==> config.mk <==
export PLATFORM = sky130hd
export DESIGN_NAME = pio_produced_image
export DESIGN_NICKNAME = d
export VERILOG_FILES = /design/src/common/pio_pkg.sv /design/src/pio_produced_image.sv /design/src/pio_state_code.sv /design/src/pio_param_bank.sv
export SDC_FILE = /design/constraint.sdc
export NUM_CORES = 1
export LEC_CHECK = 0
export ABC_CLOCK_PERIOD_IN_PS = 7400
export BUFFER_PORTS_ARGS = -buffer_cell sky130_fd_sc_hd__clkbuf_2
export CAP_MARGIN = 20
export CORE_MARGIN = 4
export CORE_UTILIZATION = 37
export DETAILED_ROUTE_END_ITERATION = 10
export MAX_ROUTING_LAYER = met4
export SLEW_MARGIN = 0
export SYNTH_ARGS = -nofsm -noshare
export SYNTH_HDL_FRONTEND = slang
export SYNTH_SLANG_ARGS = --single-unit
==> constraint.sdc <==
create_clock -name clk -period 7.4 [get_ports clk]
set_input_delay 0.74 -clock clk [delete_from_list [all_inputs] [get_ports clk]]
set_output_delay 0.74 -clock clk [all_outputs]
set_load 0.05 [all_outputs]
==> src/common/pio_pkg.sv <==
`default_nettype none
package pio_pkg;
   // =========================================================
   // image shape
   localparam int        IMG_BYTES      = 8;
   localparam int        IMG_WORDS      = 4;
   localparam int        WORD_W         = 16;
   localparam int        EXP_BYTES      = 4;
   localparam logic [3:0] IMG_LAST      = 4'h7;
   localparam logic [3:0] EXP_LAST      = 4'h3;
   // =========================================================
   // produced-instance selection values
   localparam logic [7:0] INST_DEFAULT  = 8'h65;
   localparam logic [7:0] INST_ALT_A    = 8'h46;
   localparam logic [7:0] INST_ALT_B    = 8'h47;
   // =========================================================
   // flag byte bit positions
   localparam int        B0_FWD         = 0;
   localparam int        B0_REV         = 1;
   localparam int        B0_TRIP        = 2;
   localparam int        B0_ARRIVE      = 4;
   localparam int        B0_TERM1       = 5;
   // =========================================================
   // state codes
   localparam logic [7:0] ST_STOP       = 8'h00;
   localparam logic [7:0] ST_RUN        = 8'h01;
   localparam logic [7:0] ST_JOG        = 8'h02;
   localparam logic [7:0] ST_COAST      = 8'h03;
   localparam logic [7:0] ST_DCBRAKE    = 8'h04;
   localparam logic [7:0] ST_MATCH_A    = 8'h05;
   localparam logic [7:0] ST_PWR_HALT   = 8'h06;
   localparam logic [7:0] ST_MATCH_B    = 8'h07;
   localparam logic [7:0] ST_RST_WAIT   = 8'h08;
   localparam logic [7:0] ST_TRIP_SAVE  = 8'h09;
   localparam logic [7:0] ST_TRIP       = 8'h0a;
   localparam logic [7:0] ST_UNDERVOLT  = 8'h0b;
   localparam logic [7:0] ST_TUNE_BASE  = 8'h65;
   localparam logic [3:0] TUNE_MAX_STEP = 4'hd;
   localparam logic [7:0] ST_TUNE_OK    = 8'h73;
   localparam logic [7:0] ST_TUNE_FAIL  = 8'h74;
   // =========================================================
   // explicit messages
   localparam logic [7:0] OP_GET        = 8'h00;
   localparam logic [7:0] OP_SET        = 8'h01;
   localparam logic [7:0] EXP_OK        = 8'h00;
   localparam logic [7:0] EXP_ERR       = 8'h01;
   localparam logic [7:0] PARAM_INST    = 8'h00;
   // =========================================================
   // exchange kinds offered by the link layer
   typedef enum logic [2:0] {
      KIND_POLL,
      KIND_STROBE,
      KIND_CYCLIC,
      KIND_COS,
      KIND_EXPLICIT
   } pio_kind_t;
endpackage : pio_pkg
`default_nettype wire

==> src/pio_produced_image.sv <==
// Functional notes
// - poll answered at once with produced image
// - strobe, cyclic, change-of-state not serviced
// - explicit get/set to any parameter when idle
// - four 16-bit words each direction
// - image refreshed on every network scan
// - default layout under selection 101
// - bit 0 forward running
// - bit 1 reverse running
// - bit 2 uncleared trip
// - bit 4 frequency arrival
// - bits 5..7 input terminals 1..3
// - byte 1 carries state code
// - codes 0..4 basic states
// - codes 5..8 power-loss restart
// - code 9 saving, stop/reset ignored
// - code 10 trip, 11 undervoltage
// - auto-tune codes 101..116
// - bytes 2,3 frequency low then high
// - bytes 4,5 current low then high
// - byte 6 trip error code
// - selections 70 and 71 alternative layouts
// - selection accepts 70, 71, 101 only
`default_nettype none
module pio_produced_image #(
   parameter int PARAM_DEPTH = 16
) (
   input  wire logic              clk,
   input  wire logic              rst,
   input  wire logic              net_active,
   input  wire logic              rx_valid,
   input  wire logic [7:0]        rx_data,
   input  wire logic              rx_last,
   input  wire pio_pkg::pio_kind_t rx_kind,
   output logic                   rx_ready,
   output logic                   tx_valid,
   output logic [7:0]             tx_data,
   output logic                   tx_last,
   input  wire logic              tx_ready,
   input  wire logic              forward_running_flag,
   input  wire logic              reverse_running_flag,
   input  wire logic              trip_active,
   input  wire logic              freq_arrived,
   input  wire logic [2:0]        input_term,
   input  wire logic [15:0]       out_freq,
   input  wire logic [15:0]       out_current,
   input  wire logic [7:0]        trip_code,
   input  wire logic              tune_active,
   input  wire logic [3:0]        tune_step,
   input  wire logic              tune_ok,
   input  wire logic              tune_fail,
   input  wire logic              trip_saving,
   input  wire logic              undervolt,
   input  wire logic              restart_wait,
   input  wire logic              pwr_loss_halt,
   input  wire logic              freq_matching,
   input  wire logic              restart_opt,
   input  wire logic              dc_braking,
   input  wire logic              coasting,
   input  wire logic              jogging,
   input  wire logic              running,
   input  wire logic              stop_reset_req,
   output logic                   trip_clear,
   output logic [63:0]            consumed_image,
   output logic                   poll_done,
   output logic                   kind_refused,
   output logic                   frame_error,
   output logic [7:0]             inst_sel
);
   typedef enum logic [2:0] {
      S_IDLE,
      S_RX_POLL,
      S_RX_EXP,
      S_DROP,
      S_TX
   } pio_fsm_t;

   // =========================================================
   // state and storage
   pio_fsm_t           state_q;
   pio_fsm_t           state_d;
   logic [3:0]         cnt_q;
   logic [7:0]         rx_buf_q [pio_pkg::IMG_BYTES];
   logic [7:0]         tx_buf_q [pio_pkg::IMG_BYTES];
   logic [3:0]         tx_idx_q;
   logic [3:0]         tx_len_q;
   logic [63:0]        cons_q;
   logic               poll_done_q;
   logic               refused_q;
   logic               ferr_q;
   logic               clear_q;

   // =========================================================
   // receive decode
   logic               rx_take;
   logic               first;
   logic               frame_end;
   logic               is_poll;
   logic               is_exp;
   logic               poll_ok;
   logic               exp_ok;
   logic               op_get;
   logic               op_set;
   logic [7:0]         fb [pio_pkg::IMG_BYTES];
   logic [7:0]         code;
   logic [7:0]         prod [pio_pkg::IMG_BYTES];
   logic [7:0]         flags;
   logic [15:0]        p_rdata;
   logic               p_wr_ok;
   logic               p_wr;
   logic               tx_fire;
   logic               fsm_kind_poll;
   logic               fsm_kind_exp;

   assign rx_take  = rx_valid && rx_ready;
   assign first    = state_q == S_IDLE;
   assign fsm_kind_poll = first ? (rx_kind == pio_pkg::KIND_POLL) : (state_q == S_RX_POLL);
   assign fsm_kind_exp  = first ? (rx_kind == pio_pkg::KIND_EXPLICIT) : (state_q == S_RX_EXP);
   // a poll only counts while the network runs
   assign is_poll  = fsm_kind_poll && net_active;
   assign is_exp   = fsm_kind_exp;
   assign frame_end = rx_take && rx_last && (state_q != S_DROP);
   assign poll_ok  = frame_end && is_poll && (cnt_q == pio_pkg::IMG_LAST);
   assign exp_ok   = frame_end && is_exp && (cnt_q == pio_pkg::EXP_LAST);
   assign op_get   = exp_ok && (fb[0] == pio_pkg::OP_GET);
   assign op_set   = exp_ok && (fb[0] == pio_pkg::OP_SET);
   assign p_wr     = op_set;

   // the byte on the bus completes the frame, so merge it with the stored ones
   generate
      for (genvar g = 0; g < pio_pkg::IMG_BYTES; g++) begin : g_fb
         assign fb[g] = (cnt_q == 4'(g)) ? rx_data : rx_buf_q[g];
      end
   endgenerate

   // =========================================================
   // produced image content
   pio_state_code u_code (
      .tune_active   (tune_active),
      .tune_step     (tune_step),
      .tune_ok       (tune_ok),
      .tune_fail     (tune_fail),
      .trip_saving   (trip_saving),
      .tripped       (trip_active),
      .undervolt     (undervolt),
      .restart_wait  (restart_wait),
      .pwr_loss_halt (pwr_loss_halt),
      .freq_matching (freq_matching),
      .restart_opt   (restart_opt),
      .dc_braking    (dc_braking),
      .coasting      (coasting),
      .jogging       (jogging),
      .running       (running),
      .code          (code)
   );

   assign flags = {input_term,
                   freq_arrived,
                   1'b0,
                   trip_active,
                   reverse_running_flag,
                   forward_running_flag};

   always_comb begin
      for (int i = 0; i < pio_pkg::IMG_BYTES; i++) prod[i] = 8'h00;
      prod[0] = flags;
      prod[2] = out_freq[7:0];
      prod[3] = out_freq[15:8];
      if (inst_sel == pio_pkg::INST_ALT_B) begin
         prod[1] = code;
      end else if (inst_sel != pio_pkg::INST_ALT_A) begin
         prod[1] = code;
         // frequency low then high above; current
         prod[4] = out_current[7:0];
         prod[5] = out_current[15:8];
         prod[6] = trip_code;
      end
   end

   // =========================================================
   // explicit parameter access
   // explicit get and set
   pio_param_bank #(
      .DEPTH (PARAM_DEPTH)
   ) u_bank (
      .clk      (clk),
      .rst      (rst),
      .wr_en    (p_wr),
      .idx      (fb[1]),
      .wdata    ({fb[3], fb[2]}),
      .rdata    (p_rdata),
      .wr_ok    (p_wr_ok),
      .inst_sel (inst_sel)
   );

   // =========================================================
   // frame sequencing
   assign tx_fire = tx_valid && tx_ready;

   always_comb begin
      state_d = state_q;
      case (state_q)
         S_IDLE: begin
            if (rx_take) begin
               if (rx_last) state_d = (poll_ok || op_get || op_set) ? S_TX : S_IDLE;
               else if (is_poll) state_d = S_RX_POLL;
               else if (is_exp) state_d = S_RX_EXP;
               else state_d = S_DROP;
            end
         end
         S_RX_POLL,
         S_RX_EXP: begin
            if (frame_end) state_d = (poll_ok || op_get || op_set) ? S_TX : S_IDLE;
            else if (rx_take && cnt_q == pio_pkg::IMG_LAST) state_d = S_DROP;
         end
         S_DROP: begin
            if (rx_take && rx_last) state_d = S_IDLE;
         end
         S_TX: begin
            if (tx_fire && tx_last) state_d = S_IDLE;
         end
         default: state_d = S_IDLE;
      endcase
   end

   // explicit requests only fit in idle time: no intake while replying
   assign rx_ready = state_q != S_TX;
   // reply follows the poll with no further request
   assign tx_valid = state_q == S_TX;
   assign tx_data  = tx_buf_q[tx_idx_q[2:0]];
   assign tx_last  = tx_idx_q == (tx_len_q - 4'h1);

   always_ff @(posedge clk) begin
      if (rst) state_q <= S_IDLE;
      else state_q <= state_d;
   end

   always_ff @(posedge clk) begin
      if (rst) cnt_q <= 4'h0;
      else if (state_d == S_IDLE || state_d == S_TX) cnt_q <= 4'h0;
      else if (rx_take && cnt_q != pio_pkg::IMG_LAST) cnt_q <= cnt_q + 4'h1;
   end

   always_ff @(posedge clk) begin
      if (rst) begin
         for (int i = 0; i < pio_pkg::IMG_BYTES; i++) rx_buf_q[i] <= 8'h00;
      end else if (rx_take) begin
         rx_buf_q[cnt_q[2:0]] <= rx_data;
      end
   end

   // consumed words, byte 0 is the low byte of word 0
   always_ff @(posedge clk) begin
      if (rst) cons_q <= 64'h0;
      else if (poll_ok) cons_q <= {fb[7], fb[6], fb[5], fb[4], fb[3], fb[2], fb[1], fb[0]};
   end

   // a fresh snapshot is taken at each completed poll
   always_ff @(posedge clk) begin
      if (rst) begin
         for (int i = 0; i < pio_pkg::IMG_BYTES; i++) tx_buf_q[i] <= 8'h00;
         tx_len_q <= 4'h0;
      end else if (poll_ok) begin
         for (int i = 0; i < pio_pkg::IMG_BYTES; i++) tx_buf_q[i] <= prod[i];
         tx_len_q <= 4'(pio_pkg::IMG_BYTES);
      end else if (op_get) begin
         tx_buf_q[0] <= p_rdata[7:0];
         tx_buf_q[1] <= p_rdata[15:8];
         tx_len_q    <= 4'h2;
      end else if (op_set) begin
         tx_buf_q[0] <= p_wr_ok ? pio_pkg::EXP_OK : pio_pkg::EXP_ERR;
         tx_len_q    <= 4'h1;
      end
   end

   always_ff @(posedge clk) begin
      if (rst) tx_idx_q <= 4'h0;
      else if (state_q != S_TX) tx_idx_q <= 4'h0;
      else if (tx_fire) tx_idx_q <= tx_idx_q + 4'h1;
   end

   // =========================================================
   // event pulses
   always_ff @(posedge clk) begin
      if (rst) begin
         poll_done_q <= 1'b0;
         refused_q   <= 1'b0;
         ferr_q      <= 1'b0;
         clear_q     <= 1'b0;
      end else begin
         poll_done_q <= poll_ok;
         // other exchange kinds refused at their first byte
         refused_q   <= rx_take && first && !is_poll && !is_exp;
         ferr_q      <= frame_end && (is_poll || is_exp) && !poll_ok && !op_get && !op_set;
         // stop/reset ignored while the history is saved
         clear_q     <= stop_reset_req && (code != pio_pkg::ST_TRIP_SAVE);
      end
   end

   assign consumed_image = cons_q;
   assign poll_done      = poll_done_q;
   assign kind_refused   = refused_q;
   assign frame_error    = ferr_q;
   assign trip_clear     = clear_q;
endmodule : pio_produced_image
`default_nettype wire

==> src/pio_state_code.sv <==
`default_nettype none
module pio_state_code (
   input  wire logic       tune_active,
   input  wire logic [3:0] tune_step,
   input  wire logic       tune_ok,
   input  wire logic       tune_fail,
   input  wire logic       trip_saving,
   input  wire logic       tripped,
   input  wire logic       undervolt,
   input  wire logic       restart_wait,
   input  wire logic       pwr_loss_halt,
   input  wire logic       freq_matching,
   input  wire logic       restart_opt,
   input  wire logic       dc_braking,
   input  wire logic       coasting,
   input  wire logic       jogging,
   input  wire logic       running,
   output logic [7:0]      code
);
   logic [3:0] step_clamped;

   assign step_clamped = (tune_step > pio_pkg::TUNE_MAX_STEP) ? pio_pkg::TUNE_MAX_STEP
                                                              : tune_step;

   // tuning and faults outrank motion so a trip is never hidden by a motion state; tuning and history saving still outrank it
   always_comb begin
      if (tune_fail) code = pio_pkg::ST_TUNE_FAIL;
      else if (tune_ok) code = pio_pkg::ST_TUNE_OK;
      else if (tune_active) code = pio_pkg::ST_TUNE_BASE + {4'h0, step_clamped};
      else if (trip_saving) code = pio_pkg::ST_TRIP_SAVE;
      else if (tripped) code = pio_pkg::ST_TRIP;
      else if (undervolt) code = pio_pkg::ST_UNDERVOLT;
      else if (restart_wait) code = pio_pkg::ST_RST_WAIT;
      else if (pwr_loss_halt) code = pio_pkg::ST_PWR_HALT;
      else if (freq_matching) code = restart_opt ? pio_pkg::ST_MATCH_A : pio_pkg::ST_MATCH_B;
      else if (dc_braking) code = pio_pkg::ST_DCBRAKE;
      else if (coasting) code = pio_pkg::ST_COAST;
      else if (jogging) code = pio_pkg::ST_JOG;
      else if (running) code = pio_pkg::ST_RUN;
      else code = pio_pkg::ST_STOP;
   end
endmodule : pio_state_code
`default_nettype wire

==> src/pio_param_bank.sv <==
`default_nettype none
module pio_param_bank #(
   parameter int DEPTH = 16
) (
   input  wire logic        clk,
   input  wire logic        rst,
   input  wire logic        wr_en,
   input  wire logic [7:0]  idx,
   input  wire logic [15:0] wdata,
   output logic [15:0]      rdata,
   output logic             wr_ok,
   output logic [7:0]       inst_sel
);
   logic [15:0] mem_q [DEPTH];
   logic        idx_ok;
   logic        is_inst;
   logic        inst_legal;

   assign idx_ok     = idx < 8'(DEPTH);
   assign is_inst    = idx == pio_pkg::PARAM_INST;
   assign inst_legal = (wdata == {8'h00, pio_pkg::INST_DEFAULT})
                    || (wdata == {8'h00, pio_pkg::INST_ALT_A})
                    || (wdata == {8'h00, pio_pkg::INST_ALT_B});
   assign wr_ok      = idx_ok && (!is_inst || inst_legal);
   assign rdata      = idx_ok ? mem_q[idx[$clog2(DEPTH)-1:0]] : 16'h0000;
   assign inst_sel   = mem_q[0][7:0];

   always_ff @(posedge clk) begin
      if (rst) begin
         for (int i = 0; i < DEPTH; i++) mem_q[i] <= 16'h0000;
         mem_q[0] <= {8'h00, pio_pkg::INST_DEFAULT};
      end else if (wr_en && wr_ok) begin
         mem_q[idx[$clog2(DEPTH)-1:0]] <= wdata;
      end
   end
endmodule : pio_param_bank
`default_nettype wire

Word level (Yosys, flattened, before mapping)
Memories as Yosys holds them, arrays and structs flattened. A register that Yosys moved wholly into a read port is not among the register bits.
Cells that the tools add are included.
- add/subtract/negate cells: 4
- $mul: 0
- div/mod/pow operators: 0
- magnitude comparators: 2
- eq/ne operators: 24
- shift-type cells: 0
- multiplexer cells: 84
- bitwise gates (word level): 12
- reductions and logical operators: 52
- operator list (cell ; count):
    8-bit 2-to-1 mux ; 34
    16-bit by 7-bit == test with 1-bit output, second input constant ; 3
    16-bit 2-to-1 mux ; 3
    24-bit 2-to-1 mux ; 2
    3-bit 2-to-1 mux ; 10
    1-bit 2-to-1 mux ; 27
    1-bit logical AND ; 24
    4-bit 2-to-1 mux ; 5
    4-bit by 3-bit == test with 1-bit output, second input constant ; 4
    8-bit logical NOT ; 2
    16-bit OR reduction ; 1
    1-bit bitwise OR ; 12
    3-bit case mux with 4 select lines ; 1
    3-bit == test, second input constant ; 3
    3-bit logical NOT ; 3
    4-bit by 1-bit adder with 4-bit output, second input constant ; 2
    7-bit by 4-bit adder with 8-bit output, first input constant ; 1
    4-bit by 2-bit == test with 1-bit output, second input constant ; 2
    8-bit by 1-bit == test with 1-bit output, second input constant ; 1
    8-bit by 7-bit == test with 1-bit output, second input constant ; 1
    8-bit by 5-bit < comparator with 1-bit output, second input constant ; 1
    8-bit by 4-bit != test with 1-bit output, second input constant ; 1
    8-bit by 7-bit != test with 1-bit output, second input constant ; 1
    2-bit OR reduction ; 4
    other kinds (17) ; 30
- register bits: 82
- latch bits: 0
- bits in writable memories: 384
- ROM bits: 0
- output and inout port bits: 87
- word-level logic and storage cells: 192
- memories kept: 3
- memories (name ; depth ; width ; read ports ; clocked after memory_dff ; wr ports ; RTL line ; source):
    u_bank.mem_q ; 16 ; 16 ; 2 ; 0 ; 16 ; pio_param_bank.sv:14 ; logic [15:0] mem_q [DEPTH];
    rx_buf_q ; 8 ; 8 ; 8 ; 4 ; 8 ; pio_produced_image.sv:83 ; logic [7:0] rx_buf_q [pio_pkg::IMG_BYTES];
    tx_buf_q ; 8 ; 8 ; 1 ; 1 ; 8 ; pio_produced_image.sv:84 ; logic [7:0] tx_buf_q [pio_pkg::IMG_BYTES];

Longest topological paths before layout
Gate-level depths: netlist (run 1).
- depth in word-level cells: 17
- gate-level depth with buffers: 13
- gate-level depth less buffers: 9

Hierarchy
From an unflattened synthesis (run 1), not the netlist that was laid out.
- cells, all modules: 1649
- area total of the unflattened synthesis: 21179.1 um^2
- modules (own cells, without submodules) (module ; times used ; cells an instance ; area an instance (um^2) ; seq. area each (um^2)):
    pio_param_bank ; 1 ; 819 ; 11737.5 ; 7687.4
    pio_produced_image ; 1 ; 792 ; 9183.8 ; 5215.0
    pio_state_code ; 1 ; 38 ; 257.7 ; 0.0

Worst setup path before layout (run 1)
No wires, ideal clock.
- path type: reg2reg
- start point: reg cnt_q[0]
- end point: mem u_bank.mem_q[1][0], enable pin
- setup time: 435 ps
- arrival: 3985 ps
- setup slack: 2979 ps
- cell stages (with the launch flop): 9
- period minus slack after synthesis: 4421 ps
- cells stage by stage: dfxtp_1 > inv_1 > ha_1 > nor3b_1 > buf_2 > or4_1 > a2111o_1 > buf_6 > o41ai_1
- RTL lines (item ; RTL line ; source):
    start, declared ; pio_produced_image.sv:82 ; logic [3:0] cnt_q;
    start signal, assigned ; pio_produced_image.sv:241 ; else if (rx_take && cnt_q != pio_pkg::IMG_LAST) cnt_q <= cnt_q + 4'h1;
    end, declared ; pio_param_bank.sv:14 ;

==> run summary, run 1 <==
The post-detailed-routing wire length is around 63000 um. The area growth from synthesis to layout is 15.1%. The required time reported for the critical path endpoint came out at 7.69 ns. Summing all non-filler instances in the final layout gives an area of between 20000 and 25000 sq um. Dividing total power by cell area gives a power density of 240 nW/um^2. The number of synthesis warnings is 0. The final number of hold-violating endpoints is 0.

The number of gates resized after cts is 0. The most frequent standard cell in the layout excluding fill and tap cells is edfxtp_1. The share of final-layout standard cells stronger than drive strength 1 is approximately 17%.

The fraction of synthesis flops using an asynchronous set or reset pin is 0%. about 170 I/O pins were placed. The first global-routing pass estimated 93100 um of wire.

The count of antenna-violating nets left after detailed routing is 0. Setup repair after global routing left no endpoint under its margin. The cell sitting at the root of the clock tree is a clkbuf_16. The number of filler instances in the final layout came out at 5241. The post-synthesis instance area came out at between 20000 and 25000 sq um. The post-synthesis share of cell area spent on xor and xnor gates came out at less than 1%.

The area after detailed placement came out at 22400 sq um. The die height is 245 um. The placer congestion estimate came out at 0.881. Global routing finished with a remaining overflow of 0. The synthesized netlist devotes 20.4% of its cell area to simple gates.

The setup slack on the worst flop-to-flop path came out at 2.67 ns. At the worst endpoint, the arrival time is 5.01 ns. The worst-case setup slack after placement came out at 2.71 ns. The final number of max-transition violations is 0.

The post-layout net count came out at ~2100. The count of state elements after synthesis is 461. Synthesis produced a netlist whose cell count is 1930. The number of placed instances, taps included, is 2744. After detailed routing, the number of remaining DRC violations is 0.

In this run the worst path has a maximum fanout of 17. Summed over all failing endpoints, the final setup total negative slack is 0 ns. The largest vdd supply drop came out at roughly 0.17 mV.

After synthesis, the largest family of logic cells by area is simple AND/OR/NAND/NOR gates. The chip width came out at 245 um. In the final layout, the multi-input gates occupy 7320 sq um.

The slowest stage of the critical path belongs to the cell nor3b_2. The largest stage delay on the critical path came out at 0.81 ns. The adder-cell share of the synthesized area is less than 1%. In the synthesized netlist, mux cells make up between 4 and 5% of the area. The leading register cell type out of synthesis is edfxtp_1. The total routing resource utilization after global routing is 20.8%.

The area taken by flip-flops and latches came out at 12900 sq um. The post-detailed-route via-to-cell ratio came out at 5.46. In this run the static leakage power is 0.00880 uW. In this run, CTS created clock tree buffers numbering 49.

The endpoint class of the critical path is a flop. The number of antenna violations at the first check in global routing is 0. The clock transition time at the flip-flop clock pins of the worst setup and hold paths is 0.06 ns. Across the routed clock network, the largest skew measured is 0.0280 ns. The number of setup violations in the final report came out at 0. The largest total area in the synthesized netlist belongs to edfxtp_1. The pin count of the biggest net entering global routing is 93. The worst path meets setup with between 2 and 3 ns of slack. Yosys mapped the design onto 66 distinct sky130hd cell types. The later-pin clock latency in the skew report came out at 0.59 ns. The reported max-cap violation count is 0. The first routing iteration left 1543 violations.

The post-synthesis area per instance came out at 10.8 sq um. Input and output buffers added on the ports amount to 168. The number of buffer and inverter instances along the worst setup path is 2. At the pin with the least slew margin, the transition time is 0.970 ns. The post-cts hold buffer count came out at 0.

The TritonCTS clock tree is done. The number of global-route vias before repair came out at ~15000. After layout, the worst path uses 63.9% of the clock period. The share of synthesized area in the top cell type comes to 52.9%. The number of synthesized flops with an enable pin is 367. The floorplan step defined a die boundary enclosing around 60000 sq um. Once layout is complete, the utilization of the core stands at 43.3%. The worst hold path belongs to the class input port to flop. The clock period minus worst slack is 4.73 ns.

The sequential share of the synthesized area is 61.9%. Row generation in the floorplan step produced 86 rows. The CTS sink count came out at 461. The highest clock rate came out at 0.212 GHz. The post-synthesis compound-gate area fraction is between 8 and 9%.

Summing over every cut layer, the via total after detailed routing is 15500. Buffers added to address setup during post-CTS repair amount to 0. The critical path start-end classification is flop to flop. The half-perimeter wire length after placement is 42000 um. The initial cell density of the core came out at 37.6%.

The worst setup path is launched from a flop. The worst-case headroom to the max-slew limit is 35.2%. The flow ran to the end, and the final reports show no timing, DRC or antenna violations.

The core footprint came out at between 50000 and 60000 sq um. In this run the deepest clock path goes through 3 buffers. The top cell types in the final layout, fill and taps aside, are 367 x edfxtp_1, 300 x nor2_1, 293 x nand2_1. For this run, the number of standard cells in the final layout without fillers is between 2000 and 3000. The number of levels in the clock H-tree came out at 2.

The signal on the critical path passes through inv_1 -> ha_1 -> nor3b_2 -> nand3_1 -> a2111o_1 -> nor2_2 -> nand3_2 -> o21ai_1 -> buf_4. After synthesis, the cell types taking the most area are edfxtp_1 53%, dfxtp_1 9.0%, nor2_1 5.4%. The kind of cell with the highest combined delay on the critical path is simple AND/OR/NAND/NOR gates. The first-pass iteration count of the detailed router is 5.

The average detailed-routed wire length per instance came out at about 22 um.
-- metal layers --
metal | GRT usage, % | wire length [um]
met5 | - | 0
met4 | 6.43 | 1590
met3 | 3.87 | 5370
met2 | 32.2 | 29000
met1 | 28.0 | 26600
-- worst register-to-register path, delay by kind of cell, from the launching register on --
family                   cells  cell delay (ns)
AO/OA/AOI/OAI                2             1.46
adder cells (fa/ha/maj)      1             0.41
buffers and inverters        2             0.47
flip-flops                   1             0.39
AND/OR/NAND/NOR              4             1.69
-- cell type report --
class | count | area share (%)
Clock buffer | 65 | 5.80
Clock inverter | 23 | 0.704
Sequential cell | 461 | 53.8
Timing Repair Buffer | 219 | 5.06
Inverter | 12 | 0.188
Antenna cell | 1 | 0.0104
Tap cell | 748 | 3.90
Multi-Input combinational cell | 1307 | 30.5
-- stage by stage --
stage                     hold WS (ns)  total power, uW
after global placement           0.449             3390
after floorplan                  0.436             3200
final                            0.385             5760
after detailed placement         0.454             3400
after global routing             0.382             5930
after CTS                        0.356             5790
-- sequential cells by signal (all words and copies together) (netlist names), named ones only --
signal,cells
tx_len_q,3
state_q,3
poll_done,1
kind_refused,1
trip_clear,1
cnt_q,4
consumed_image,64
u_bank.mem_q,256
rx_buf_q,64
tx_buf_q,56
frame_error,1
tx_idx_q,4
-- where the power goes --
group          switching [uW]  internal [uW]  total (uW)
Combinational             337            116         453
Clock                    1020           1390        2410
Sequential               33.3           2870        2900
Total                    1390           4370        5760
-- synthesized netlist by cell type, drive strengths merged (3+ instances only) --
| library cell | instances |
|---|---|
| nor3b | 9 |
| o21ai | 32 |
| o32ai | 3 |
| nand2b | 17 |
| a311oi | 33 |
| clkbuf | 120 |
| mux2i | 63 |
| or2 | 8 |
| a21oi | 91 |
| xnor2 | 4 |
| nor3 | 73 |
| mux2 | 9 |
| and2 | 83 |
| a221oi | 14 |
| nand2 | 298 |
| ha | 8 |
| a22o | 14 |
| mux4 | 8 |
| o2111ai | 5 |
| xor2 | 4 |
| nand3 | 66 |
| nand4 | 14 |
| or3 | 4 |
| a211oi | 41 |
| a31oi | 11 |
| buf | 41 |
| nor2 | 303 |
| and3 | 34 |
| nor4 | 6 |
| edfxtp | 367 |
| a32oi | 6 |
| dfxtp | 94 |
| o22ai | 5 |
| inv | 12 |
-- logic make-up (layout without fill, tap and decap cells) --
group / after synthesis / count (layout)
and+or+nand+nor: 924 / 924
DFF: 461 / 461
AOI/OAI and AO/OA: 274 / 274
buffers and inverters: 173 / 319
muxes: 80 / 80
adders and majority gates: 8 / 8
xor gates and xnor gates: 8 / 8
other: 2 / 14
-- path summary, 6_finish.rpt --
kind,startpoint,endpoint,cells past startpoint
hold reg to reg,tx_len_q[1],tx_len_q[1],2
setup reg to reg,cnt_q[0],u_bank.mem_q[2][6],9
hold / removal,stop_reset_req,trip_clear,3
setup / recovery,cnt_q[0],u_bank.mem_q[2][6],9
Note: power is estimated with default switching activity, not from simulation.
==> run 2, diff against run 1 <==
ABC_CLOCK_PERIOD_IN_PS = 4850   (was 7400)
clock period = 4.85 ns   (was 7.4 ns; I/O delays follow)
==> run summary, run 2 (synthesis results as in run 1) <==
The area taken by flip-flops and latches is 12900 sq um (unchanged). The part of the cycle the worst path needs is 91.4% (+27 points). Compared with the post-synthesis result, the final layout area differs by 16.0%. The number of DRC violations after detailed routing is 0 (unchanged). The total power draw came to 8800 uW (+53%). The largest register by flop count is u_bank.mem_q. The core footprint was 55400 sq um (unchanged). The first-pass iteration count of the detailed router is 6 (+1).

The clock transition time at the flip-flop clock pins of the worst setup and hold paths came to 0.06 ns (about the same). The setup TNS is 0 ns (unchanged). Setup repair after global routing left no endpoint under its margin.

The antenna diode count came out at 0 (-1). The required time reported for the critical path endpoint is 5.06 ns (-2.63 ns). The power density over the cells is 364 nW/um^2 (+52%). The largest fanout on the critical path was 17 (unchanged). The total routing resource utilization after global routing came out at 20.7% (-0.084 points). The top cell types in the final layout, fill and taps aside, are 367 x edfxtp_1, 300 x nor2_1, 293 x nand2_1. The count of antenna-violating nets left after detailed routing is 0 (unchanged). The count of boundary I/O pins came out at 169 (unchanged). The critical path in this run is classified as flop to flop. The worst setup margin came to 0.418 ns (-2.25 ns). The final number of hold-violating endpoints is 0 (unchanged). The via count of the routed design is 15600 (+0.74%). The post-layout net count is 2164 (+1.1%).

The DRC violation total after the first TritonRoute iteration came out at 1536 (-0.45%). Leaving out fill and tap cells, the most frequent cell in the layout is edfxtp_1. The number of levels in the clock H-tree came out at 2 (unchanged). The CTS sink count is 461 (unchanged). The reported max-cap violation count is 0 (unchanged).

The placer congestion estimate came out at 0.922 (+4.6%). The average detailed-routed wire length per instance is 21.7 um (-1.5%). The number of filler instances in the final layout is 5177 (-1.2%). The later-pin clock latency in the skew report is 0.60 ns (about the same).

The maximum number of buffers from clock root to sink is 3 (unchanged). The final worst clock skew is 0.0210 ns (-0.00702 ns). TritonCTS built the clock tree. The cell leakage power came out at 0.00892 uW (+1.3%). The global-route wire length before repair came out at 93200 um (about the same).

The transition time at the pin with the least slew margin came out at 1.16 ns (+0.185 ns). The area of the die came out at 60200 sq um (unchanged). The number of antenna violations at the first check in global routing is 0 (unchanged). The footprint of the multi-input gates is 7320 sq um (about the same). The worst-case headroom to the max-slew limit is 21.0% (-14 points). The final instance area is 24200 sq um (+0.78%). The final number of max-transition violations came out at 0 (unchanged). The share of final-layout standard cells stronger than drive strength 1 was 17.5% (+0.95 points). The path class of the tightest hold or removal check is input port to flop. The half-perimeter wire length after placement came out at 42300 um (+0.59%). The number of setup violations in the final report is 0 (unchanged). The remaining global-route overflow is 0 (unchanged). The chip width is 245 um (unchanged). The number of buffers inserted by post-CTS setup repair was 0 (unchanged). The die height was 245 um (unchanged). The clock period minus worst slack came to 4.43 ns (-0.296 ns). The area after detailed placement came out at 22600 sq um (+0.79%). The pin count of the biggest net entering global routing came out at 99 (+6.5%). The site row count is 86 (unchanged).

The flip-flop count of the largest register, all copies and words added came out at 256 (unchanged). The post-detailed-routing wire length is 62100 um (-0.70%). The CTS buffer count was 48 (-2.0%).

The worst-case setup slack after placement is 0.294 ns (-2.42 ns). The highest clock rate came out at 0.226 GHz (+6.7%). In this run the clock root is driven by a clkbuf_16. The initial cell density of the core is 37.6% (unchanged). The post-detailed-route via-to-cell ratio is 5.46 (about the same). The arrival time at the worst endpoint was 4.64 ns (-0.37 ns). The flow ran to the end, and the final reports show no timing, DRC or antenna violations. The final core utilization is 43.6% (+0.34 points). The largest vdd supply drop came out at 0.253 mV (+46%). The number of buffers inserted by port buffering is 168 (unchanged).

The endpoint class of the critical path is a flop. The worst setup path is launched from a flop. The number of global-route vias before repair came out at 15100 (+1.3%).
[run 2: worst max-delay path, cell delays in order (launching register included)]
cell and delay [ns]:
dfxtp_1 0.38, inv_1 0.16, ha_1 0.45, nor3b_4 0.61, nand3_1 0.20, a2111o_1 0.79, nor3_4 0.53, nand4_4 0.30
nand2_1 0.61
[run 2: worst paths after layout]
path | startpoint | end | slack, ns | cells after the start
setup / recovery | cnt_q[0] | u_bank.mem_q[5][2] | 0.42 | 8
hold / removal | trip_code[1] | tx_buf_q[6][1] | 0.12 | 2
setup reg to reg | cnt_q[0] | u_bank.mem_q[5][2] | 0.42 | 8
hold reg to reg | tx_len_q[1] | tx_len_q[1] | 0.48 | 2
[run 2: per-layer routing]
layer | part of all wire, % | track usage (%)
met1 | 43 | 28.1
met2 | 47 | 32.4
met3 | 7.3 | 3.26
met4 | 2.8 | 6.16
met5 | 0 | -
[run 2: repair_timing]
item	in CTS	in global routing
setup endpoints to repair	0	96
hold buffers	0	0
resized for setup	0	1
[run 2: stage by stage]
stage,hold WS (ns),instances
2_1_floorplan,0.436,1941
3_3_place_gp,0.448,2767
3_5_place_dp,0.466,2768
4_1_cts,0.0932,2855
5_1_grt,0.112,2859
6_report,0.120,2859
[run 2: cell type report]
type	instances	share of cell area, %
multi-input combinational	1307	30.3
inverter	12	0.186
clock inverter	24	0.932
clock buffer	63	5.50
tap	748	3.87
timing repair buffer	244	5.82
sequential	461	53.4
[run 2: where the power goes]
part | switching, uW | leakage, uW | internal [uW]
sequential | 47.7 | 0.00453 | 4370
combinational | 520 | 0.00362 | 189
clock | 1570 | 0.000757 | 2100
total | 2140 | 0.00892 | 6660
==> run 3, diff against run 2 <==
CORE_MARGIN = default   (was 4)
==> run summary, run 3 (synthesis results as in run 1) <==
The flow ran to the end, and the final reports show no timing, DRC or antenna violations. The later-pin clock latency in the skew report is 0.60 ns (about the same). The number of global-route vias before repair came out at 14900 (-1.3%). The number of buffers inserted by port buffering is 168 (unchanged).

The number of buffers inserted by post-CTS setup repair is 0 (unchanged). The power density over the cells came to 365 nW/um^2 (+0.26%). The number of antenna violations at the first check in global routing is 0 (unchanged). The average detailed-routed wire length per instance is 21.9 um (+0.62%). The site row count came out at 86 (unchanged). The critical path startpoint is cnt_q[0].

The highest clock rate came out at 0.224 GHz (-0.69%). Following the worst setup path forward leads to its endpoint at u_bank.mem_q[7][4]. TritonCTS built the clock tree. The global-route wire length before repair is 92000 um (-1.2%).

The post-cts hold buffer count is 0 (unchanged). The number of gates resized after cts came out at 0 (unchanged). The core footprint came out at 55400 sq um (unchanged). The reported max-cap violation count came to 0 (unchanged). The share of final-layout standard cells stronger than drive strength 1 came out at 17.6% (+0.070 points).

The part of the cycle the worst path needs came out at 92.0% (+0.64 points). The initial cell density of the core is 37.6% (unchanged). The count of boundary I/O pins is 169 (unchanged). The via count of the routed design came out at 15600 (-0.12%). The number of cell instances on the worst register-to-register path is 8 (unchanged).

The final number of max-transition violations is 0 (unchanged). The largest fanout on the critical path is 17 (unchanged). The worst-case setup slack after placement came out at 0.405 ns (+0.112 ns). Leaving out fill and tap cells, the most frequent cells in the layout are 367 x edfxtp_1, 300 x nor2_1, 293 x nand2_1.

The number of levels in the clock H-tree is 2 (unchanged). Clock tree synthesis selected as its root buffer the cell clkbuf_16. The half-perimeter wire length after placement is 42200 um (-0.22%). The post-layout net count came out at 2167 (+0.14%). The setup slack on the worst flop-to-flop path came out at 0.39 ns (-0.03 ns). The kind of cell with the highest combined delay on the critical path is simple AND/OR/NAND/NOR gates.

The transition time at the pin with the least slew margin is 1.14 ns (-0.0168 ns). The path length in cells of the critical path came out at 8 (unchanged). The area of the die came out at 57300 sq um (-4.8%).

The number of setup violations in the final report came to 0 (unchanged). The antenna diode count came to 0 (unchanged). STA classifies the critical path endpoint as a flop. The post-detailed-route via-to-cell ratio was 5.45 (-0.22%). Setup repair after global routing left no endpoint under its margin. The DRC violation total after the first TritonRoute iteration is 1480 (-3.6%).

The largest vdd supply drop is 0.251 mV (-0.83%). The largest register by flop count is u_bank.mem_q. In this run the critical register-to-register path is captured at u_bank.mem_q[7][4].

The final worst clock skew is 0.0240 ns (+0.00306 ns). The required time reported for the critical path endpoint is 5.07 ns (about the same). Traced cell by cell, the critical path runs through inv_1 -> ha_1 -> nor3b_2 -> nand3_1 -> a2111o_1 -> nor3_4 -> nand4_4 -> nand2_1. The final core utilization came out at 43.7% (+0.074 points). The chip width came out at 239 um (-2.4%).

The library cell used most frequently in the layout, excluding fill and tap cells, is edfxtp_1. The highest-delay cell along the critical path is nor3b_2. The total routing resource utilization after global routing is 22.2% (+1.5 points). The arrival time at the worst endpoint is 4.68 ns (+0.04 ns). The pin count of the biggest net entering global routing came out at 79 (-20%). The setup TNS came to 0 ns (unchanged). The largest stage delay on the critical path is 0.82 ns (+0.03 ns). The placer congestion estimate is 0.896 (-2.7%). The number of DRC violations after detailed routing is 0 (unchanged).

The flip-flop count of the largest register, all copies and words added came to 256 (unchanged). The worst-case headroom to the max-slew limit came to 22.6% (+1.6 points). The clock period minus worst slack came to 4.46 ns (+0.0310 ns). The count of antenna-violating nets left after detailed routing is 0 (unchanged). The worst setup path is of the flop to flop kind. The number of buffer and inverter instances along the worst setup path came out at 1 (unchanged).

The min-delay analysis places its worst path in the category input port to flop. The worst setup margin is 0.387 ns (-0.0310 ns). The cell leakage power is 0.00895 uW (+0.37%). The CTS buffer count is 48 (unchanged). The first-pass iteration count of the detailed router is 5 (-1). The maximum number of buffers from clock root to sink came to 3 (unchanged). In this run the critical register-to-register path is launched from cnt_q[0].

The post-detailed-routing wire length is 62600 um (+0.73%). The CTS sink count is 461 (unchanged). STA classifies the critical path startpoint as a flop. The final number of hold-violating endpoints is 0 (unchanged). The remaining global-route overflow is 0 (unchanged). The area growth from synthesis to layout is 16.2%. The clock transition time at the flip-flop clock pins of the worst setup and hold paths came out at 0.06 ns (about the same). The die height is 239 um (-2.4%).
## run 3: per-layer routing
layer	up-vias	share of wire [%]	track usage [%]	routed length (um)
li1	7210	-	-	-
met1	7697	43	29.6	27100
met2	609	48	35.6	30000
met3	70	7.1	3.03	4430
met4	0	1.6	5.54	1030
met5	-	0	-	0
## run 3: worst reg2reg max path: cells and delay by family (launching register included)
| kind | cells | cell delay (ns) |
|---|---|---|
| compound gates | 1 | 0.66 |
| simple gates | 5 | 2.47 |
| buf+inv | 1 | 0.17 |
| fa+ha+maj | 1 | 0.43 |
| flops | 1 | 0.39 |
## run 3: final cells by class
| type | instances | area (sq um) |
|---|---|---|
| clock buffers | 62 | 1290 |
| clock inverters | 25 | 256 |
| inverters | 12 | 45.0 |
| fillers | 5261 | 31200 |
| well taps | 748 | 936 |
| repair buffers | 247 | 1450 |
| multi-input cells | 1307 | 7330 |
| flip-flops and latches | 461 | 12900 |
## run 3: worst min-delay path by stage
stage,cells after the start,endpoint,startpoint
CTS,2,tx_buf_q[6][1],trip_code[1]
global placement,2,tx_len_q[1],tx_len_q[1]
finish,2,tx_buf_q[6][1],trip_code[1]
detailed placement,2,tx_len_q[1],tx_len_q[1]
global route,2,tx_buf_q[6][1],trip_code[1]
floorplan,2,tx_len_q[1],tx_len_q[1]
## run 3: where the power goes
part	leakage, uW	switching [uW]	internal (uW)
Combinational	0.00365	518	193
Clock	0.000765	1550	2150
Sequential	0.00453	49.6	4370
## run 3: stage by stage
stage               std cells  hold WS [ns]  cell area [sq um]  power, uW
finish                   2862         0.116              24200       8830
global route             2862         0.100              24200       9080
CTS                      2860        0.0919              24200       8870
detailed placement       2773         0.455              22600       5210
global placement         2770         0.444              22600       5200
floorplan                1941         0.436              20900       4890
